[config.mk]
export PLATFORM = sky130hd
export DESIGN_NAME = jshf_framer
export DESIGN_NICKNAME = d
export VERILOG_FILES = /design/src/hdl/jshf_pkg.sv /design/src/hdl/jshf_fifo.sv /design/src/hdl/jshf_framer.sv
export SDC_FILE = /design/constraint.sdc
export NUM_CORES = 1
export LEC_CHECK = 0
export ABC_AREA = 1
export CAP_MARGIN = 20
export CORE_MARGIN = 4
export CORE_UTILIZATION = 60
export CTS_BUF_LIST = sky130_fd_sc_hd__clkbuf_2
export CTS_CLUSTER_DIAMETER = 120
export DETAILED_ROUTE_END_ITERATION = 12
export DONT_BUFFER_PORTS = 1
export GPL_ROUTABILITY_DRIVEN = 0
export PLACE_DENSITY_LB_ADDON = 0.2
export SYNTH_ARGS = -nofsm -noshare
export SYNTH_HDL_FRONTEND = slang
export SYNTH_SLANG_ARGS = --single-unit
[constraint.sdc]
create_clock -name clk_in -period 8.5 [get_ports clk_in]
set_clock_uncertainty 0.05 [all_clocks]
set_input_delay 0.85 -clock clk_in [delete_from_list [all_inputs] [get_ports clk_in]]
set_output_delay 0.85 -clock clk_in [all_outputs]
set_load 0.03 [all_outputs]
[src/hdl/jshf_pkg.sv]
package jshf_pkg;

    // Block and multiblock geometry
    localparam int unsigned BLK_DATA_W = 64;
    localparam int unsigned BLK_HDR_W = 2;
    localparam int unsigned MB_BLOCKS = 32;
    localparam int unsigned MB_IDX_W = 5;
    localparam int unsigned EMB_MULTIBLOCKS = 1;
    localparam int unsigned FIFO_DEPTH = 4;

    // Sync header codes, bit 0 is the first sent header position
    localparam logic [1:0] SH_ONE = 2'h2;
    localparam logic [1:0] SH_ZERO = 2'h1;

    // CRC-12, printed in implicit-one form
    localparam int unsigned CRC_W = 12;
    localparam logic [11:0] CRC_POLY_IMPL = 12'h987;
    localparam logic [11:0] CRC_TAPS = {CRC_POLY_IMPL[10:0], 1'b1};
    localparam logic [11:0] CRC_INIT = 12'h000;
    localparam int unsigned FEC_W = 26;

    // Sync header stream word positions
    localparam int unsigned SHS_EXT_END_POS = 22;
    localparam int unsigned SHS_END_LSB = 27;
    localparam logic [4:0] SHS_END_PATTERN = 5'h10;
    localparam logic [31:0] SHS_CRC_ONES = 32'h80A88888;
    localparam logic [MB_IDX_W-1:0] MB_LAST_IDX = 5'h1F;
    localparam logic [MB_IDX_W-1:0] MB_FIRST_IDX = 5'h00;

    typedef struct packed {
        logic [BLK_HDR_W-1:0] hdr;
        logic [BLK_DATA_W-1:0] data;
    } jshf_blk_s;

    typedef enum logic [1:0] {
        ST_UNALIGNED = 2'h1,
        ST_ALIGNED = 2'h2
    } jshf_state_e;

endpackage

[src/hdl/jshf_fifo.sv]
`timescale 1ns/1ps
`default_nettype none
module jshf_fifo #(
    parameter int unsigned WIDTH = 64,
    parameter int unsigned DEPTH = 4
) (
    // Clock and reset
    input wire logic clk_in,
    input wire logic sys_rst_in,
    // Fill side
    input wire logic wr_valid_in,
    input wire logic [WIDTH-1:0] wr_data_in,
    output logic wr_ready_out,
    // Drain side
    output logic rd_valid_out,
    output logic [WIDTH-1:0] rd_data_out,
    input wire logic rd_ready_in
);
    localparam int unsigned AW = (DEPTH > 1) ? $clog2(DEPTH) : 1;

    logic [WIDTH-1:0] mem_ff [DEPTH];
    logic [AW-1:0] wr_ptr_ff, nxt_wr_ptr;
    logic [AW-1:0] rd_ptr_ff, nxt_rd_ptr;
    logic [AW:0] count_ff, nxt_count;
    logic push, pop;

    assign wr_ready_out = (count_ff != (AW+1)'(DEPTH));
    assign rd_valid_out = (count_ff != '0);
    assign rd_data_out = mem_ff[rd_ptr_ff];

    always_comb begin
        push = wr_valid_in && wr_ready_out;
        pop = rd_valid_out && rd_ready_in;
        nxt_wr_ptr = wr_ptr_ff;
        nxt_rd_ptr = rd_ptr_ff;
        if (push) begin
            nxt_wr_ptr = (wr_ptr_ff == AW'(DEPTH - 1)) ? '0 : wr_ptr_ff + 1'b1;
        end
        if (pop) begin
            nxt_rd_ptr = (rd_ptr_ff == AW'(DEPTH - 1)) ? '0 : rd_ptr_ff + 1'b1;
        end
        nxt_count = count_ff + (AW+1)'(push) - (AW+1)'(pop);
    end

    always_ff @(posedge clk_in or posedge sys_rst_in) begin
        if (sys_rst_in) begin
            wr_ptr_ff <= '0;
            rd_ptr_ff <= '0;
            count_ff <= '0;
        end else begin
            wr_ptr_ff <= nxt_wr_ptr;
            rd_ptr_ff <= nxt_rd_ptr;
            count_ff <= nxt_count;
        end
    end

    // Storage has no reset; valid gates it
    always_ff @(posedge clk_in) begin
        if (push) begin
            mem_ff[wr_ptr_ff] <= wr_data_in;
        end
    end
endmodule // jshf_fifo
`default_nettype wire

[src/hdl/jshf_framer.sv]
// Functional notes
// - Multiblock is 32 blocks, counted here.
// - One multiblock per extended multiblock, fixed.
// - Extended multiblock holds whole frames; source's job.
// - SYSREF resets local extended multiblock clock phase.
// - Clock period is one 32-block multiblock.
// - Header bits always complementary, 01 or 10.
// - Header 01 sends one, 10 sends zero.
// - 32 header bits form one stream word.
// - Stream carries CRC-12 or FEC parity only.
// - Stream word ends with pattern 00001.
// - Bit 22 set in last multiblock only.
// - CRC over 2048 data bits, sent next multiblock.
// - CRC polynomial is 0x987.
// - CRC cleared before each multiblock, read after.
// - Parity bits at 0-2,4-6,8-10,12-14, MSB first.
// - Command positions sent as zero in CRC mode; FEC mode fills 16-21,24-26 with parity.
// - Fixed ones at 3,7,11,15,19,21,23,31 in CRC mode.
// - Scrambled data first, header prefixed after.
`timescale 1ns/1ps
`default_nettype none
module jshf_framer
    import jshf_pkg::*;
(
    // Clock and reset
    input wire logic clk_in,
    input wire logic sys_rst_in,
    // SYSREF pin
    input wire logic sysref_in,
    // Scrambled block input
    input wire logic blk_valid_in,
    input wire logic [BLK_DATA_W-1:0] blk_data_in,
    output logic blk_ready_out,
    // Parity mode and external FEC parity of previous multiblock
    input wire logic fec_mode_in,
    input wire logic [FEC_W-1:0] fec_parity_in,
    // 66-bit block output
    output logic out_valid_out,
    output jshf_blk_s out_block_out,
    input wire logic out_ready_in,
    // Status
    output logic local_ext_multiblock_clock_out,
    output logic [MB_IDX_W-1:0] mb_index_out,
    output logic local_ext_multiblock_clock_aligned_out,
    output logic [CRC_W-1:0] crc_parity_out,
    output logic parity_valid_out
);

    // SYSREF synchroniser; first stage read only by the second
    logic sysref_meta_ff;
    logic sysref_sync_ff;
    logic sysref_prev_ff;
    logic sysref_edge;

    // Input buffer signals
    logic fifo_valid;
    logic [BLK_DATA_W-1:0] fifo_data;
    logic take;

    // Framer state
    jshf_state_e state_ff, nxt_state;
    logic [MB_IDX_W-1:0] blk_idx_ff, nxt_blk_idx;
    logic [CRC_W-1:0] crc_ff, nxt_crc;
    logic [CRC_W-1:0] parity_ff, nxt_parity;
    logic parity_ok_ff, nxt_parity_ok;
    logic [31:0] shw_ff, nxt_shw;
    logic realign_ff, nxt_realign;
    logic out_valid_ff, nxt_out_valid;
    jshf_blk_s out_blk_ff, nxt_out_blk;
    logic local_ext_multiblock_clock_ff, nxt_local_ext_multiblock_clock;

    // Working values
    logic [MB_IDX_W-1:0] idx;
    logic [CRC_W-1:0] crc_base;
    logic [CRC_W-1:0] crc_new;
    logic [31:0] word;
    logic hbit;

    // Bitwise CRC, oldest data bit first
    function automatic logic [CRC_W-1:0] crc_step(input logic [CRC_W-1:0] crc_i,
                                                  input logic [BLK_DATA_W-1:0] d);
        logic [CRC_W-1:0] c;
        logic fb;
        c = crc_i;
        fb = 1'b0;
        for (int i = BLK_DATA_W - 1; i >= 0; i--) begin
            fb = c[CRC_W-1] ^ d[i];
            c = {c[CRC_W-2:0], 1'b0} ^ (fb ? CRC_TAPS : CRC_INIT);
        end
        return c;
    endfunction

    // Build one sync header stream word for a multiblock
    function automatic logic [31:0] build_word(input logic fec,
                                               input logic [CRC_W-1:0] crc,
                                               input logic [FEC_W-1:0] fp);
        logic [31:0] w;
        w = '0;
        if (fec) begin
            w[21:0] = {fp[4], fp[5], fp[6], fp[7], fp[8], fp[9], fp[10], fp[11],
                       fp[12], fp[13], fp[14], fp[15], fp[16], fp[17], fp[18], fp[19],
                       fp[20], fp[21], fp[22], fp[23], fp[24], fp[25]};
            w[23] = fp[3];
            w[26:24] = {fp[0], fp[1], fp[2]};
        end else begin
            w = SHS_CRC_ONES;
            w[2:0] = {crc[9], crc[10], crc[11]};
            w[6:4] = {crc[6], crc[7], crc[8]};
            w[10:8] = {crc[3], crc[4], crc[5]};
            w[14:12] = {crc[0], crc[1], crc[2]};
        end
        w[SHS_EXT_END_POS] = (EMB_MULTIBLOCKS == 1);
        w[31:SHS_END_LSB] = SHS_END_PATTERN;
        return w;
    endfunction

    // Four-word buffer ahead of the framer; a stalled sink fills it
    jshf_fifo #(
        .WIDTH(BLK_DATA_W),
        .DEPTH(FIFO_DEPTH)
    ) u_fifo (
        .clk_in(clk_in),
        .sys_rst_in(sys_rst_in),
        .wr_valid_in(blk_valid_in),
        .wr_data_in(blk_data_in),
        .wr_ready_out(blk_ready_out),
        .rd_valid_out(fifo_valid),
        .rd_data_out(fifo_data),
        .rd_ready_in(take)
    );

    always_ff @(posedge clk_in or posedge sys_rst_in) begin
        if (sys_rst_in) begin
            sysref_meta_ff <= 1'b0;
            sysref_sync_ff <= 1'b0;
            sysref_prev_ff <= 1'b0;
        end else begin
            sysref_meta_ff <= sysref_in;
            sysref_sync_ff <= sysref_meta_ff;
            sysref_prev_ff <= sysref_sync_ff;
        end
    end

    assign sysref_edge = sysref_sync_ff && !sysref_prev_ff;

    // A block moves when the output register is free or drained
    assign take = fifo_valid && (!out_valid_ff || out_ready_in);

    always_comb begin
        idx = realign_ff ? MB_FIRST_IDX : blk_idx_ff;
        crc_base = (idx == MB_FIRST_IDX) ? CRC_INIT : crc_ff;
        crc_new = crc_step(crc_base, fifo_data);
        // Parity withheld until a full multiblock since alignment
        word = (idx == MB_FIRST_IDX) ?
               build_word(fec_mode_in, (parity_ok_ff && !realign_ff) ? parity_ff : CRC_INIT,
                          fec_parity_in) : shw_ff;
        hbit = word[idx];

        nxt_state = state_ff;
        nxt_blk_idx = blk_idx_ff;
        nxt_crc = crc_ff;
        nxt_parity = parity_ff;
        nxt_parity_ok = parity_ok_ff;
        nxt_shw = shw_ff;
        nxt_out_valid = out_valid_ff;
        nxt_out_blk = out_blk_ff;
        nxt_local_ext_multiblock_clock = 1'b0;
        // Edge in the consuming cycle keeps the request
        nxt_realign = sysref_edge || (realign_ff && !take);

        if (out_valid_ff && out_ready_in) begin
            nxt_out_valid = 1'b0;
        end

        if (take) begin
            nxt_out_valid = 1'b1;
            nxt_out_blk.data = fifo_data;
            nxt_out_blk.hdr = hbit ? SH_ONE : SH_ZERO;
            nxt_shw = word;
            nxt_crc = crc_new;
            nxt_local_ext_multiblock_clock = (idx == MB_FIRST_IDX);
            if (realign_ff) begin
                nxt_parity_ok = 1'b0;
            end
            if (idx == MB_LAST_IDX) begin
                nxt_blk_idx = MB_FIRST_IDX;
                nxt_parity = crc_new;
                nxt_parity_ok = 1'b1;
            end else begin
                nxt_blk_idx = idx + 1'b1;
            end
        end

        case (state_ff)
            ST_UNALIGNED: begin
                if (realign_ff && take) begin
                    nxt_state = ST_ALIGNED;
                end
            end
            ST_ALIGNED: begin
                nxt_state = ST_ALIGNED;
            end
            default: begin
                nxt_state = ST_UNALIGNED;
            end
        endcase
    end

    always_ff @(posedge clk_in or posedge sys_rst_in) begin
        if (sys_rst_in) begin
            state_ff <= ST_UNALIGNED;
            blk_idx_ff <= MB_FIRST_IDX;
            crc_ff <= CRC_INIT;
            parity_ff <= CRC_INIT;
            parity_ok_ff <= 1'b0;
            shw_ff <= '0;
            realign_ff <= 1'b0;
            out_valid_ff <= 1'b0;
            out_blk_ff <= '0;
            local_ext_multiblock_clock_ff <= 1'b0;
        end else begin
            state_ff <= nxt_state;
            blk_idx_ff <= nxt_blk_idx;
            crc_ff <= nxt_crc;
            parity_ff <= nxt_parity;
            parity_ok_ff <= nxt_parity_ok;
            shw_ff <= nxt_shw;
            realign_ff <= nxt_realign;
            out_valid_ff <= nxt_out_valid;
            out_blk_ff <= nxt_out_blk;
            local_ext_multiblock_clock_ff <= nxt_local_ext_multiblock_clock;
        end
    end

    assign out_valid_out = out_valid_ff;
    assign out_block_out = out_blk_ff;
    assign local_ext_multiblock_clock_out = local_ext_multiblock_clock_ff;
    assign mb_index_out = blk_idx_ff;
    assign local_ext_multiblock_clock_aligned_out = (state_ff == ST_ALIGNED);
    assign crc_parity_out = parity_ff;
    assign parity_valid_out = parity_ok_ff;

endmodule // jshf_framer
`default_nettype wire

==> results.md, run 1 <==
* Clock Tree Buf Depth at 3
* Residual DRC at 0
* Post-synthesis sequential area ratio at a little over half
* Max Cap Viol at 0
* Clk sink count at 399
* Vias post-DR at 18795
* Crit path max fanout at 6
* Die Area at 37990 um^2
* Vias/cell at between 5 and 6
* Filler Cell Count at 1936
* Final worst slack at -825.8 ps
* Post-synthesis register bit count at 399
* Average size of a mapped cell at 9.005 um^2
* Total detailed-routing wirelength at 65690 um
* Largest net degree at the start of global routing at 83
* Ranking of synthesized cells by area: edfxtp_1 37%, dfrtp_1 17%, nand2_1 14%
* Root buf cell: clkbuf_2
* Routed WL per cell at 20.95 um
* HP Start: fec_parity_in[15]
* Ys Warns at 0
* Design area at 28370 um^2
* RR Startpoint: realign_ff$_DFF_PP0_
* Layout cell share with drive strength beyond 1 at 35.53%
* Most common cell after layout, fill and taps aside: nand2_1
* Initial detailed-routing violation count at 1641
* Worst path slowest cell: xnor2_1
* Clk slew on worst S/H paths at 110 ps
* Worst slew pin tran at 1117 ps
* Total CTS buffers at 97
* Yosys top cell area share at 36.67%
* Synth Flop Type: edfxtp_1
* Unique cell type count in the Yosys netlist at 50
* Ys async rst share at approximately 36%
* Syn Inst Count at ~2300
* IO buf count at 0
* CP Class: register to register
* Initial core utilization at approximately three fifths
* Max Slew Vio Count at 0
* Unrepaired setup endpoints after global routing: true
* Cell taking the most area after synthesis: edfxtp_1
* Critical Path Start: realign_ff$_DFF_PP0_
* Die Wd at roughly 190 um
* Synthesized net count at 2437
* Area of the multi-input gates at 12370 um^2
* Dpl hpwl at about 33000 um
* Largest stage delay, worst path at roughly 460 ps
* Total Neg Setup Slack at -16620 ps
* Synthesized cell area at between 20000 and 25000 um^2
* Most frequent cells in the layout: 589 x nand2_1, 256 x edfxtp_1, 152 x nand2_4
* Storage cell area at about 11000 um^2
* Pre-Repair DR Iteration Count at 9
* Final period util at 109.7%
* Util after Layout at 82.12%
* Total global routing overflow at 0
* Hold Violations, Final at 0
* Nets at 2698
* Post-synth EDFFs at 256
* Nature of the critical path endpoint: register
* Most Frequent Cell on Critical Path: nand2_4
* ANT nets after route at 0
* Htree depth at 3
* Final setup violation count at 24
* Hold crit path type: primary input to register
* Outcome: finished, violations left
* Post-Place Cell Area at 21590 um^2
* Row Count at 68
* CP required at about 9400 ps
* Failing checks: negative setup slack
* Vias in the first global route at 16846
* Fmax at between 100 and 150 MHz
* Die Height at 194.9 um
* Area Overhead vs Synth at 35.31%
* Max-slew headroom at 25.50%
* Clock latency on the worst-skew pair at 1110 ps
* First-pass GRT wire length at 84300 um
* I/O pin cnt at between 150 and 200
* Core Area at 34540 um^2
* Worst EP arrival at 10240 ps
* Final Critical Period at 9326 ps
* CTS tree: done
* GRT Total Usage at 27.08%
* Antenna violations before repair at 6
* Worst setup SP type: register
==> per-stage QoR <==
step	std cells	setup slack, ps	hold slack, ps
2_1_floorplan	2328	325.0	281.2
3_3_place_gp	2746	-131.3	313.3
3_5_place_dp	2746	-324.8	303.7
4_1_cts	3056	3.143	1.642
5_1_grt	3135	-1160	13.00
6_report	3136	-825.8	70.02
==> sequential cells by signal (all words and copies together) (netlist names), 3 cells and up <==
register / count
crc_ff: 12
crc_parity_out: 12
mb_index_out: 5
out_block_out: 66
shw_ff: 32
u_fifo.count_ff: 3
u_fifo.mem_ff: 256
==> worst paths after layout <==
check                                                        to  slack, ps  cells after the start
worst min-delay path                     shw_ff[10]$_DFFE_PP0P_         70                      2
worst max-delay path             crc_parity_out[10]$_DFFE_PP0P_       -830                     72
worst max register to register   crc_parity_out[10]$_DFFE_PP0P_       -830                     72
max in group asynchronous       u_fifo.rd_ptr_ff[0]$_DFFE_PP0P_       6470                      3
min in group asynchronous         out_block_out[38]$_DFFE_PP0P_        300                      2
worst min register to register         sysref_sync_ff$_DFF_PP0_        330                      0
==> metal layers <==
metal / global-route usage, % / share of wire, %
met5: 0 / 0.011
met4: 9.853 / 5.8
met3: 5.876 / 8.0
met2: 46.44 / 51
met1: 34.02 / 36
==> area by class of cell <==
class                           instances  share of cell area (%)
Inverter                              195                   2.845
Multi-Input combinational cell       1650                   43.62
Tap cell                              455                   2.007
Timing Repair Buffer                  246                   8.032
Clock buffer                          147                   2.594
Sequential cell                       399                   39.73
Clock inverter                         37                   1.112
Antenna cell                            7                 0.06175
==> cells in the mapped netlist, drive strengths merged, types with 2 or more instances <==
cell type	n
clkbuf	53
edfxtp	256
buf	31
xor2	91
a32o	40
o22ai	3
clkinv	3
or2	6
nand2	891
a31oi	2
dfrtp	142
inv	192
o211ai	12
o21a	2
nand3b	7
xnor2	34
ha	12
a21oi	48
nor3	7
o21ai	129
o31ai	5
a21boi	5
nand4	2
nand3	315
o311ai	4
a211oi	2
nor2	26
==> cell families (layout without fill, tap and decap cells) <==
group | count (synthesis) | after routing | synth area share, %
flops | 399 | 399 | 53.75
other cells | 0 | 7 | 0
buf+inv | 279 | 625 | 5.216
simple gates | 1256 | 1256 | 27.26
fa+ha+maj | 13 | 13 | 0.8117
compound gates | 255 | 255 | 7.526
xor+xnor | 126 | 126 | 5.437
==> repair_timing <==
item / in CTS / in global routing
pin swaps: 57 / 176
buffers inserted: 31 / 72
endpoints found under the hold margin: 349 / 0
hold buffers: 94 / 0
resized for setup: 102 / 686
gates cloned: 1 / 2
setup endpoints to repair: 24 / 24
==> critical path, delay by kind of cell, from the launching register on <==
| family | cells | cell delay, ps |
|---|---|---|
| flops | 1 | 440 |
| xor+xnor | 5 | 1270 |
| compound gates | 1 | 30 |
| buf+inv | 12 | 1490 |
| fa+ha+maj | 1 | 160 |
| simple gates | 53 | 5680 |
Power of run 1 is not shown: default switching activity piles up to over one toggle a cycle in this logic, so the estimate is an artifact.
==> run 2: changes to the inputs <==
--- a/config.mk
+++ b/config.mk
@@ -14,6 +14,7 @@
 export DETAILED_ROUTE_END_ITERATION = 12
 export DONT_BUFFER_PORTS = 1
 export GPL_ROUTABILITY_DRIVEN = 0
+export MAX_ROUTING_LAYER = met4
 export PLACE_DENSITY_LB_ADDON = 0.2
 export SYNTH_ARGS = -nofsm -noshare
 export SYNTH_HDL_FRONTEND = slang
==> run 2 against run 1 <==
Effect of this change:
- the run still ends with negative setup slack left
- first-iteration DRC count fell by 3.5%
- critical path depth grew 3
- sequential cell count stayed put
- clock-buffer cell count stayed put
- sequential share of layout area up 1.1 points
- largest cell class unchanged
- final area fell by 2.8%
- register-to-register slack better by 70 ps
==> results.md, run 2 (same netlist as run 1, synthesis figures left out) <==
* CTS tree: done
* Dpl cells at about 2700
* Clk sink count at between 300 and 400
* Htree depth at 3
* First-pass GRT wire length at 84280 um
* Initial detailed-routing violation count at around 1600
* Final worst slack at -756.1 ps
* Total CTS buffers at 97
* Largest register by flop count: u_fifo.mem_ff
* Unrepaired setup endpoints after global routing: true
* Root buf cell: clkbuf_2
* Most frequent cells in the layout: 601 x nand2_1, 256 x edfxtp_1, 153 x nand3_1
* Largest net degree at the start of global routing at 83
* Fmax at 108.0 MHz
* Worst setup SP type: register
* Core Area at 34540 um^2
* CP required at roughly 9400 ps
* Largest stage delay, worst path at 400 ps
* Fin cells at 3128
* Final Critical Period at 9256 ps
* Util after Layout at 79.82%
* Layout cell share with drive strength beyond 1 at 33.57%
* Residual DRC at 0
* Worst path slowest cell: dfrtp_1
* Routed WL per cell at 19.96 um
* Crit path max fanout at 11
* Most Frequent Cell on Critical Path: nand2_4
* Clock latency on the worst-skew pair at 1090 ps
* Vias in the first global route at 16852
* Max Slew Vio Count at 0
* Most common cell after layout, fill and taps aside: nand2_1
* Buffers & Inverters on Critical Path at 16
* Row Count at slightly below 70
* Total global routing overflow at 0
* CP Class: register to register
* Hold crit path type: primary input to register
* Clock Tree Buf Depth at 3
* Nature of the critical path endpoint: register
* Antenna violations before repair at 5
* IO buf count at 0
* Worst slew pin tran at 1093 ps
* Max-slew headroom at 27.12%
* Die Height at 194.9 um
* Failing checks: negative setup slack
* Initial core utilization at 60.69%
* ANT nets after route at 0
* Dpl hpwl at 33320 um
* Outcome: finished, violations left
* Pre-Repair DR Iteration Count at 6
* Max reg flops at 256
* Vias post-DR at 18470
* Area Overhead vs Synth at 31.52%
* Max Cap Viol at 0
* Final period util at 108.9%
* GRT Total Usage at 27.91%
* Worst EP arrival at a little over 10000 ps
* Total Neg Setup Slack at -15130 ps
* Die Wd at 194.9 um
* Vias/cell at 5.905
* CP top delay family: simple AND/OR/NAND/NOR gates
* Final setup violation count at 24
* Total detailed-routing wirelength at 62440 um
* Nets at roughly 2700
* Clk slew on worst S/H paths at 100 ps
* Die Area at roughly 38000 um^2
* I/O pin cnt at 184
* Hold Violations, Final at 0
run 2: repair_timing:
action | in CTS | in global routing
buffers inserted | 31 | 64
cloned | 1 | 1
gates resized for setup | 102 | 552
hold endpoints to repair | 349 | 0
setup endpoints to repair | 24 | 24
hold buffers | 94 | 0
pin swaps | 57 | 197
run 2: metal layers:
metal	track usage (%)	up-vias	wire (um)
li1	-	8362	-
met1	34.20	8909	23100
met2	46.24	910	31700
met3	5.772	289	4476
met4	10.11	0	3168
met5	-	-	0
run 2: layout make-up:
cell class,count,area [um^2]
Antenna cell,7,17.52
Clock buffer,147,735.7
Clock inverter,37,315.3
Fill cell,2063,6972
Inverter,195,784.5
Multi-Input combinational cell,1650,11710
Sequential cell,399,11270
Tap cell,455,569.3
Timing Repair Buffer,238,2168
run 2: final timing paths:
| check | from | endpoint | slack, ps | cells past startpoint |
|---|---|---|---|---|
| hold reg to reg | sysref_meta_ff$_DFF_PP0_ | sysref_sync_ff$_DFF_PP0_ | 350 | 0 |
| setup reg to reg | mb_index_out[0]$_DFFE_PP0P_ | crc_ff[6]$_DFFE_PP0P_ | -760 | 75 |
| min in group asynchronous | sys_rst_in | out_block_out[38]$_DFFE_PP0P_ | 310 | 2 |
| hold / removal | fec_parity_in[15] | shw_ff[10]$_DFFE_PP0P_ | 70 | 2 |
| max in group asynchronous | sys_rst_in | u_fifo.rd_ptr_ff[0]$_DFFE_PP0P_ | 6470 | 3 |
| setup / recovery | mb_index_out[0]$_DFFE_PP0P_ | crc_ff[6]$_DFFE_PP0P_ | -760 | 75 |
run 2: metrics by stage:
stage                     instance area [um^2]  hold WS, ps  worst slack (ps)
after floorplan                          20960        281.2             325.0
after global placement                   21590        313.3            -131.3
after detailed placement                 21590        303.7            -324.8
after CTS                                24310        1.642             3.143
after global routing                     27570       -42.11             -1218
final                                    27570        71.61            -756.1
Power of run 2 is left out for the same reason.
